## config.mk

```make
export PLATFORM = sky130hd
export DESIGN_NAME = pgc_power_good_ctrl
export DESIGN_NICKNAME = d
export VERILOG_FILES = /design/src/inc/pgc_pkg.sv /design/src/core/pgc_power_good_ctrl.sv
export SDC_FILE = /design/constraint.sdc
export NUM_CORES = 1
export LEC_CHECK = 0
export ABC_AREA = 1
export BUFFER_PORTS_ARGS = -buffer_cell sky130_fd_sc_hd__clkbuf_2
export CAP_MARGIN = 20
export CORE_MARGIN = 3
export CORE_UTILIZATION = 40
export CTS_BUF_LIST = sky130_fd_sc_hd__clkbuf_4 sky130_fd_sc_hd__clkbuf_8 sky130_fd_sc_hd__clkbuf_16
export CTS_CLUSTER_DIAMETER = 40
export DETAILED_ROUTE_END_ITERATION = 10
export SYNTH_ARGS = -nofsm -noshare
export SYNTH_HDL_FRONTEND = slang
export SYNTH_SLANG_ARGS = --single-unit
```

## constraint.sdc

```tcl
create_clock -name core_clk_in -period 1.8 [get_ports core_clk_in]
set_clock_uncertainty 0.05 [all_clocks]
set_input_delay 0.09 -clock core_clk_in [delete_from_list [all_inputs] [get_ports core_clk_in]]
set_output_delay 0.09 -clock core_clk_in [all_outputs]
set_load 0.03 [all_outputs]
```

## src/inc/pgc_pkg.sv

```systemverilog
package pgc_pkg;
  // ----------------------------------------
  // Register map
  // ----------------------------------------
  localparam logic [7:0] SRC_SEL_ADDR = 8'h28;
  localparam logic [7:0] CTRL_TWO_ADDR = 8'h29;
  localparam logic [7:0] FAULT_ADDR = 8'h2A;
  localparam logic [7:0] SRC_SEL_RESET = 8'h00;
  localparam logic [7:0] CTRL_TWO_RESET = 8'h00;
  localparam logic [3:0] FAULT_RESET = 4'h0;
  localparam logic [3:0] FAULT_RSVD_RESET = 4'h0;

  // ----------------------------------------
  // Control register fields
  // ----------------------------------------
  localparam int HALF_DELAY_BIT = 7;
  localparam int MERGE_BIT = 6;
  localparam int DEBOUNCE_BIT = 5;
  localparam int LATCHED_BIT = 4;
  localparam int RSVD_BIT = 3;
  localparam int WINDOW_BIT = 2;
  localparam int OPEN_DRAIN_BIT = 1;
  localparam int POLARITY_BIT = 0;

  // ----------------------------------------
  // Source select codes
  // ----------------------------------------
  localparam logic [1:0] SRC_MASKED = 2'h0;
  localparam logic [1:0] SRC_VOLT = 2'h1;
  localparam logic [1:0] SRC_RSVD = 2'h2;
  localparam logic [1:0] SRC_VOLT_ILIM = 2'h3;

  // ----------------------------------------
  // Timing
  // ----------------------------------------
  localparam int CLK_KHZ = 20000;
  localparam int STEP_FULL_US = 500;
  localparam int STEP_DOUBLE_US = 1000;
  localparam int STEP_HALF_US = 320;
  localparam int STEP_HALF_DOUBLE_US = 640;
  localparam int DEBOUNCE_SHORT_NS = 5000;
  localparam int DEBOUNCE_LONG_US = 11000;
  localparam int STEP_FULL_CYC = STEP_FULL_US * CLK_KHZ / 1000;
  localparam int STEP_DOUBLE_CYC = STEP_DOUBLE_US * CLK_KHZ / 1000;
  localparam int STEP_HALF_CYC = STEP_HALF_US * CLK_KHZ / 1000;
  localparam int STEP_HALF_DOUBLE_CYC = STEP_HALF_DOUBLE_US * CLK_KHZ / 1000;
  localparam int DEBOUNCE_SHORT_CYC = (DEBOUNCE_SHORT_NS * (CLK_KHZ / 1000) + 999) / 1000;
  localparam int DEBOUNCE_LONG_CYC = DEBOUNCE_LONG_US * CLK_KHZ / 1000;
endpackage

```

## src/core/pgc_power_good_ctrl.sv

```systemverilog
`timescale 1ns/1ps
// How it works
// - Half bit picks 0.32/0.64 ms steps, else 0.5/1 ms, by doubling bit.
// - Request pulls interrupt low; merge bit also pulls it low when rail 0 not good.
// - Debounce only toward valid: short when select 0, 11 ms when 1.
// - Latched bit 0: output shows live status of monitored rails.
// - Latched bit 1: output inactive while any rail fault flag is set.
// - Window bit 0 checks undervoltage only; 1 checks both limits.
// - Output type bit: 0 push-pull on analog supply, 1 open-drain.
// - Polarity bit 0: high when valid; 1: low when valid.
// - Fault flag sets on rail invalid; fault read clears it only if valid.
// - Source select: 0 excluded, 1 voltage, 3 voltage and current limit.
module pgc_power_good_ctrl #(
  parameter int RAILS = 4,
  parameter int STEP_FULL_CYC = pgc_pkg::STEP_FULL_CYC,
  parameter int STEP_DOUBLE_CYC = pgc_pkg::STEP_DOUBLE_CYC,
  parameter int STEP_HALF_CYC = pgc_pkg::STEP_HALF_CYC,
  parameter int STEP_HALF_DOUBLE_CYC = pgc_pkg::STEP_HALF_DOUBLE_CYC,
  parameter int DEBOUNCE_LONG_CYC = pgc_pkg::DEBOUNCE_LONG_CYC
) (
  // Clock and reset
  input wire logic core_clk_in,
  input wire logic srst_in,
  // Register port from the serial host engine
  input wire logic reg_wr_in,
  input wire logic reg_rd_in,
  input wire logic [7:0] reg_addr_in,
  input wire logic [7:0] reg_wdata_in,
  output logic [7:0] reg_rdata_out,
  output logic reg_rvalid_out,
  // Rail monitors, asynchronous
  input wire logic [RAILS-1:0] rail_uv_ok_in,
  input wire logic [RAILS-1:0] rail_ov_ok_in,
  input wire logic [RAILS-1:0] rail_ilim_in,
  // Same-clock inputs
  input wire logic irq_req_in,
  input wire logic double_delay_in,
  // Outputs
  output logic delay_tick_out,
  output logic irq_out_n,
  output logic power_good_out,
  output logic power_good_oe_out
);
  // ----------------------------------------
  // Synchronisers
  // ----------------------------------------
  logic [3*RAILS-1:0] sync1_reg;
  logic [3*RAILS-1:0] sync2_reg;
  always_ff @(posedge core_clk_in)
  begin
    if (srst_in)
    begin
      sync1_reg <= '0;
      sync2_reg <= '0;
    end
    else
    begin
      sync1_reg <= {rail_ilim_in, rail_ov_ok_in, rail_uv_ok_in};
      sync2_reg <= sync1_reg;
    end
  end

  // ----------------------------------------
  // Registers
  // ----------------------------------------
  logic [7:0] src_sel_reg;
  logic [7:0] src_sel_next;
  logic [7:0] ctrl_reg;
  logic [7:0] ctrl_next;
  logic [3:0] fault_rsvd_reg;
  logic [3:0] fault_rsvd_next;
  logic [RAILS-1:0] rail_fault_flag_reg;
  logic [RAILS-1:0] rail_fault_flag_next;
  logic [7:0] rdata_reg;
  logic [7:0] rdata_next;
  logic rvalid_reg;
  logic rvalid_next;
  logic [RAILS-1:0] rail_valid;
  logic all_valid;

  // Per-rail validity
  genvar g;
  generate
    for (g = 0; g < RAILS; g++)
    begin : g_rail
      logic volt_ok;
      assign volt_ok = sync2_reg[g] & (~ctrl_reg[pgc_pkg::WINDOW_BIT] | sync2_reg[RAILS+g]);
      assign rail_valid[g] = (src_sel_reg[2*g+:2] == pgc_pkg::SRC_MASKED) ? 1'b1 :
                             (src_sel_reg[2*g+:2] == pgc_pkg::SRC_VOLT_ILIM) ? (volt_ok & ~sync2_reg[2*RAILS+g]) :
                             volt_ok;
    end
  endgenerate
  assign all_valid = &rail_valid;

  always_comb
  begin
    src_sel_next = src_sel_reg;
    ctrl_next = ctrl_reg;
    fault_rsvd_next = fault_rsvd_reg;
    rail_fault_flag_next = rail_fault_flag_reg;
    rdata_next = rdata_reg;
    rvalid_next = 1'b0;
    if (reg_wr_in)
    begin
      if (reg_addr_in == pgc_pkg::SRC_SEL_ADDR)
        src_sel_next = reg_wdata_in;
      if (reg_addr_in == pgc_pkg::CTRL_TWO_ADDR)
        ctrl_next = reg_wdata_in;
      if (reg_addr_in == pgc_pkg::FAULT_ADDR)
        fault_rsvd_next = reg_wdata_in[7:4];
    end
    if (reg_rd_in)
    begin
      rvalid_next = 1'b1;
      unique case (reg_addr_in)
        pgc_pkg::SRC_SEL_ADDR: rdata_next = src_sel_reg;
        pgc_pkg::CTRL_TWO_ADDR: rdata_next = ctrl_reg;
        pgc_pkg::FAULT_ADDR: rdata_next = {fault_rsvd_reg, 4'(rail_fault_flag_reg)};
        default: rdata_next = 8'h00;
      endcase
      if (reg_addr_in == pgc_pkg::FAULT_ADDR)
        rail_fault_flag_next = rail_fault_flag_reg & ~rail_valid;
    end
    rail_fault_flag_next = rail_fault_flag_next | ~rail_valid;
  end

  always_ff @(posedge core_clk_in)
  begin
    if (srst_in)
    begin
      src_sel_reg <= pgc_pkg::SRC_SEL_RESET;
      ctrl_reg <= pgc_pkg::CTRL_TWO_RESET;
      fault_rsvd_reg <= pgc_pkg::FAULT_RSVD_RESET;
      rail_fault_flag_reg <= '0;
      rdata_reg <= 8'h00;
      rvalid_reg <= 1'b0;
    end
    else
    begin
      src_sel_reg <= src_sel_next;
      ctrl_reg <= ctrl_next;
      fault_rsvd_reg <= fault_rsvd_next;
      rail_fault_flag_reg <= rail_fault_flag_next;
      rdata_reg <= rdata_next;
      rvalid_reg <= rvalid_next;
    end
  end

  // ----------------------------------------
  // Delay step divider
  // ----------------------------------------
  logic [15:0] step_cnt_reg;
  logic [15:0] step_cnt_next;
  logic [15:0] step_len;
  logic tick_reg;
  logic tick_next;
  always_comb
  begin
    unique case ({ctrl_reg[pgc_pkg::HALF_DELAY_BIT], double_delay_in})
      2'b00: step_len = 16'(STEP_FULL_CYC);
      2'b01: step_len = 16'(STEP_DOUBLE_CYC);
      2'b10: step_len = 16'(STEP_HALF_CYC);
      2'b11: step_len = 16'(STEP_HALF_DOUBLE_CYC);
    endcase
    tick_next = 1'b0;
    step_cnt_next = step_cnt_reg + 16'h0001;
    if (step_cnt_reg >= step_len - 16'h0001)
    begin
      tick_next = 1'b1;
      step_cnt_next = 16'h0000;
    end
  end

  always_ff @(posedge core_clk_in)
  begin
    if (srst_in)
    begin
      step_cnt_reg <= 16'h0000;
      tick_reg <= 1'b0;
    end
    else
    begin
      step_cnt_reg <= step_cnt_next;
      tick_reg <= tick_next;
    end
  end

  // ----------------------------------------
  // Debounce and pin drive
  // ----------------------------------------
  // Wide enough for the long debounce; going invalid is never delayed
  logic [23:0] deb_cnt_reg;
  logic [23:0] deb_cnt_next;
  logic live_good_reg;
  logic live_good_next;
  logic [23:0] deb_len;
  logic good;
  logic level;
  logic pg_reg;
  logic pg_next;
  logic pg_oe_reg;
  logic pg_oe_next;
  logic irq_n_reg;
  logic irq_n_next;
  always_comb
  begin
    deb_len = ctrl_reg[pgc_pkg::DEBOUNCE_BIT] ? 24'(DEBOUNCE_LONG_CYC) : 24'(pgc_pkg::DEBOUNCE_SHORT_CYC);
    deb_cnt_next = 24'h000000;
    live_good_next = 1'b0;
    if (all_valid)
    begin
      if (live_good_reg || deb_cnt_reg >= deb_len - 24'h000001)
        live_good_next = 1'b1;
      else
        deb_cnt_next = deb_cnt_reg + 24'h000001;
    end
    good = ctrl_reg[pgc_pkg::LATCHED_BIT] ? ~|rail_fault_flag_reg : live_good_reg;
    level = good ^ ctrl_reg[pgc_pkg::POLARITY_BIT];
    pg_next = ctrl_reg[pgc_pkg::OPEN_DRAIN_BIT] ? 1'b0 : level;
    pg_oe_next = ctrl_reg[pgc_pkg::OPEN_DRAIN_BIT] ? ~level : 1'b1;
    irq_n_next = ~(irq_req_in | (ctrl_reg[pgc_pkg::MERGE_BIT] & ~rail_valid[0]));
  end

  always_ff @(posedge core_clk_in)
  begin
    if (srst_in)
    begin
      deb_cnt_reg <= 24'h000000;
      live_good_reg <= 1'b0;
      pg_reg <= 1'b0;
      pg_oe_reg <= 1'b1;
      irq_n_reg <= 1'b1;
    end
    else
    begin
      deb_cnt_reg <= deb_cnt_next;
      live_good_reg <= live_good_next;
      pg_reg <= pg_next;
      pg_oe_reg <= pg_oe_next;
      irq_n_reg <= irq_n_next;
    end
  end

  assign reg_rdata_out = rdata_reg;
  assign reg_rvalid_out = rvalid_reg;
  assign delay_tick_out = tick_reg;
  assign irq_out_n = irq_n_reg;
  assign power_good_out = pg_reg;
  assign power_good_oe_out = pg_oe_reg;
endmodule

```

# After elaboration in Yosys (flattened, before gate mapping)
# Cells that the tools add are included.
[totals] output_inout_bits=13 inputBits=34 elab_cells=93 register_bits=102
[classes] addsub=4 reduce_logical=17 eq_ne=10 muxes=17 n_lt_le_gt_ge=2 n_bitwise=28
[op_table] cell="case mux 16 bit (4 select lines)" count=1
[op_table] cell="adder 24 x 1 -> 24 bit (second input constant)" count=1
[op_table] cell="== test 8 x 6 -> 1 bit (second input constant)" count=3
[op_table] cell="greater-or-equal comparator 24 bit" count=1
[op_table] cell="case mux 8 bit (3 select lines)" count=1
[op_table] cell="subtractor 18 x 1 -> 19 bit (second input constant)" count=1
[op_table] cell="2-to-1 mux 18 bit" count=1
[op_table] cell="adder 16 x 1 -> 16 bit (second input constant)" count=1
[op_table] cell="greater-or-equal comparator 16 bit" count=1
[op_table] cell="subtractor 16 x 1 -> 16 bit (second input constant)" count=1
[op_table] cell="== test 2 bit (second input constant)" count=6
[op_table] cell="2-to-1 mux 1 bit" count=12
[op_table] cell="logical NOT 2 bit" count=5
[op_table] cell="inverter 1 bit" count=10
[op_table] cell="AND 1 bit" count=9
[op_table] cell="2-to-1 mux 4 bit" count=2
[op_table] cell="OR reduction 2 bit" count=4
[op_table] cell="AND reduction 2 bit" count=3
[op_table] cell="OR 1 bit" count=5
[op_table] cell="AND 4 bit" count=1
[op_table] cell="inverter 4 bit" count=1
[op_table] cell="OR 4 bit" count=1
[op_table] cell="AND reduction 4 bit" count=1
[op_table] cell="OR reduction 4 bit" count=1
[op_table] cell="other kinds (5)" count=5

# Depth between registers and ports, before layout
[logic_depth] word_depth=11 depth_mapped=12

# Worst setup path before layout
# Ideal clock, no wire load.
[synth_path] path_kind="register -> register" startpoint="register ctrl_reg[7]" endpoint="register step_cnt_reg[4]" path_stages_with_launch=11 required_ns=1.686 setup_time_ns=0.064 path_slack_ns=-0.199 n_path_buf=1 arrival_time_ns=1.885 cell_sequence="dfxtp_1 > inv_1 > ha_1 > inv_1 > ha_1 > a21oi_1 > o21ai_0 > a21oi_1 > nand3_2 > buf_4 > nor2_1"
[synth_via] elab_chain_len=5
[synth_rtl] element="start, declared" line_no="pgc_power_good_ctrl.sv:68" rtl="logic [7:0] ctrl_reg;"
[synth_rtl] element="start signal, assigned" line_no="pgc_power_good_ctrl.sv:132" rtl="ctrl_reg <= pgc_pkg::CTRL_TWO_RESET;"
[synth_rtl] element="start signal, assigned" line_no="pgc_power_good_ctrl.sv:141" rtl="ctrl_reg <= ctrl_next;"
[synth_rtl] element="== test 2 bit (tied with other cells)" line_no="pgc_power_good_ctrl.sv:159" rtl="unique case ({ctrl_reg[pgc_pkg::HALF_DELAY_BIT], double_delay_in})"
[synth_rtl] element="case mux 16 bit (4 select lines) *" line_no="pgc_power_good_ctrl.sv:159"
[synth_rtl] element="subtractor 16 x 1 -> 16 bit *" line_no="pgc_power_good_ctrl.sv:167" rtl="if (step_cnt_reg >= step_len - 16'h0001)"
[synth_rtl] element="greater-or-equal comparator 16 bit *" line_no="pgc_power_good_ctrl.sv:167"
[synth_rtl] element="OR reduction 2 bit (no source line) *"
[synth_rtl] element="end signal, assigned" line_no="pgc_power_good_ctrl.sv:183" rtl="step_cnt_reg <= step_cnt_next;"
[synth_rtl] element="end, declared" line_no="pgc_power_good_ctrl.sv:152" rtl="logic [15:0] step_cnt_reg;"
# Every way passes the cells marked *; elsewhere a longest branch is shown, timed or not. The select of a mux whose other input is x is not followed.
# A chain may end at the register's enable or synchronous reset.

# Worst setup path after layout
[layout_path] startpoint="register ctrl_reg[5]" endpoint="register deb_cnt_reg[16]"
[layout_via] elab_chain_len=5
[layout_rtl] element="2-to-1 mux 18 bit" line_no="pgc_power_good_ctrl.sv:207" rtl="deb_len = ctrl_reg[pgc_pkg::DEBOUNCE_BIT] ? 24'(DEBOUNCE_LONG_CYC) : 24'(pgc_pkg::DEBOUNCE_SHORT_CYC);"
[layout_rtl] element="subtractor 18 x 1 -> 19 bit" line_no="pgc_power_good_ctrl.sv:212" rtl="if (live_good_reg || deb_cnt_reg >= deb_len - 24'h000001)"
[layout_rtl] element="greater-or-equal comparator 24 bit" line_no="pgc_power_good_ctrl.sv:212"
[layout_rtl] element="logical OR 1 bit" line_no="pgc_power_good_ctrl.sv:212"
[layout_rtl] element="OR reduction 3 bit (no source line)"
[layout_rtl] element="end signal, assigned" line_no="pgc_power_good_ctrl.sv:236" rtl="deb_cnt_reg <= deb_cnt_next;"
[layout_rtl] element="end, declared" line_no="pgc_power_good_ctrl.sv:192" rtl="logic [23:0] deb_cnt_reg;"
# No other way between the ends.

==> results.md <==
- Slew Limit Headroom: 63.7%
- VDD IR max: 0.403 mV
- Register Area: 2040 um^2
- Leak: 2.46 nW
- Final Max Slew Viols: 0
- PwrDens: 725 nW/um^2
- Row count: 39
- Via count: 4151
- Setup violations, final: 36
- Dominant cell type by area after synthesis: dfxtp_1
- Final WS setup: -0.0908 ns
- Fmax: 529 MHz
- H-tree levels: 3
- Crit-path max FO: 6
- Failing checks: setup timing
- RSZ-0062 raised after global routing: true
- Multi-input logic area: 2760 um^2
- Die W: 115 um
- P&R area growth vs syn: 32.2%
- Crit path required time: 1.99 ns
- Layout fillers: 1066
- CP Launch Type: register
- Mux cell area share after synthesis: 0%
- Util after Layout: 54.5%
- Die area: 13300 um^2
- Die height: 115 um
- Routability cong.: 0.907
- Outcome: finished, violations left
- Via/cell ratio: 4.82
- GR Overflow Total: 0
- Insertion delay of the later-clocked pin in the worst-skew pair: 0.34 ns
- CTS buffer count: 9
- HPWL after detailed placement: 7800 um
- CTS root buffer: clkbuf_16
- Adder-cell share of the synthesized area: 7.34%
- Synth top area cells: dfxtp_1, ha_1, nor2_1
- Synth Area in Compound Gates: 8.23%
- Detailed Route WL: 11300 um
- Drt initial violations: 247
- Initial antenna violation count: 0
- CTS Buffer Depth: 2
- Synth unique cells: 34
- YS warnings: 0
- Synthesized instance count: 617
- Hold slack final: 0.0188 ns
- Arrival time worst endpoint: 2.08 ns
- DRC: 0
- Largest register FFs: 24
- Max Cap Violations: 0
- CTS tree: yes
- Top-area cell type share of the netlist area: 42.8%
- Mapped Area: 4770 um^2
- Mapped Avg Cell Area: 7.74 um^2
- DRT Pass-1 Iters: 5
- Per-cell routed wire length: 13.1 um
- Largest net degree at the start of global routing: 39
- Antenna cells: 0
- Fin crit period: 1.89 ns
- Sequential area share after synthesis: 42.8%
- Core area: 11600 um^2
- Post-route ant nets: 0
- Sink Count: 102
- Setup TNS: -2.32 ns
- Initial Util: 41.3%
- Xor/xnor share of the synthesized area: 5.32%
- Setup Crit Path Kind: register to register
- Worst-Margin Slew: 0.543 ns
- Commonest non-fill, non-tap cells in the layout: dfxtp_1, inv_1, nand2_1, nor2_1, nand3_1
- Final Hold Viols: 0
- Worst hold path class: input pin to register
- Simple-Gate Fraction of Synth Area: 27.3%
- I/O pins: 47
- First-pass GRT wire length: 18700 um
- Layout cells sized above 1: 25.6%
- Final #Nets: 775
- I/O Buffers: 46
- GRT Util Overall: 17.7%
- CP Capture Type: register
- Total Power: 4.58 mW
- Vias in the first global route: 3896
- Commonest non-fill, non-tap cell in the layout: dfxtp_1
- Clock transition at path regs: 0.07 ns
- Synth Register Bits: 102
- Period utilization: 105%
- Largest family of logic cells by synthesized area: simple AND/OR/NAND/NOR gates
-- metal layers --
layer  global-route usage [%]  up-vias  part of all wire (%)  wire length, um
li1                         -     2167                     -                -
met1                     22.9     1873                    47             5340
met2                     28.8       91                    46             5230
met3                     3.68       20                   4.1              462
met4                     7.36        0                   2.2              250
met5                        0        -                     0                0
-- repair_timing --
| action | CTS | global route |
|---|---|---|
| hold buffers | 17 | 0 |
| hold endpoints to repair | 18 | 0 |
| setup buffers | 10 | 0 |
| setup endpoints to repair | 35 | 37 |
| pin swaps | 22 | 27 |
| gates resized for setup | 48 | 41 |
| cloned | 4 | 0 |
-- per-stage QoR --
| step | setup WS (ns) | cells | instance area [um^2] |
|---|---|---|---|
| global placement | -0.0795 | 815 | 5300 |
| floorplan | -0.0215 | 621 | 4820 |
| detailed placement | -0.209 | 815 | 5300 |
| global route | -0.180 | 861 | 6310 |
| finish | -0.0908 | 861 | 6310 |
| CTS | -0.0538 | 862 | 6170 |
-- synthesized netlist by cell type (all sizes together) --
| library cell | n |
|---|---|
| dfxtp | 102 |
| nor2 | 100 |
| nand2 | 91 |
| inv | 88 |
| nand3 | 61 |
| a21oi | 46 |
| ha | 28 |
| o21ai | 26 |
| xor2 | 21 |
| nor3 | 14 |
| buf | 9 |
| nand4 | 8 |
| xnor2 | 8 |
| clkbuf | 5 |
| conb | 2 |
| nand3b | 2 |
| or2 | 2 |
| a21boi | 1 |
| a31oi | 1 |
| clkinv | 1 |
| o211ai | 1 |
-- cell families after synthesis --
family,count (synthesis)
other,2
and+or+nand+nor,278
DFF,102
AOI/OAI and AO/OA,75
buffers and inverters,103
xor gates and xnor gates,29
adders and majority gates,28
-- layout make-up --
cell class                 instances  share of cell area (%)
clock buffer                      11                    3.91
clock inverter                     5                   0.932
inverter                          89                    5.39
multi-input combinational        419                    43.8
sequential                       102                    32.4
tap                              143                    2.84
timing repair buffer              92                    10.7
-- worst max-delay path: stages (launching register included) --
cell and delay, ns:
dfxtp_2 0.35, clkinvlp_4 0.10, buf_8 0.15, buf_6 0.12, ha_4 0.25, nand2_2 0.04
nor2_2 0.11, nand2_2 0.09, nor2_4 0.11, nand3_4 0.16, nand3_4 0.20, nor2_2 0.05
-- path summary, 6_finish.rpt --
kind                    from         endpoint  slack [ns]  depth (start not counted)
max              ctrl_reg[5]  deb_cnt_reg[16]       -0.09                         11
min reg2reg     sync1_reg[5]     sync2_reg[5]        0.35                          2
max reg2reg      ctrl_reg[5]  deb_cnt_reg[16]       -0.09                         11
min          reg_wdata_in[0]   src_sel_reg[0]        0.02                          3
-- report_power, final --
group	internal (mW)	switching, mW
Combinational	0.124	0.166
Clock	1.13	0.840
Sequential	2.30	0.0157
Total	3.56	1.02
No activity file was read; power rests on OpenSTA's default activity.
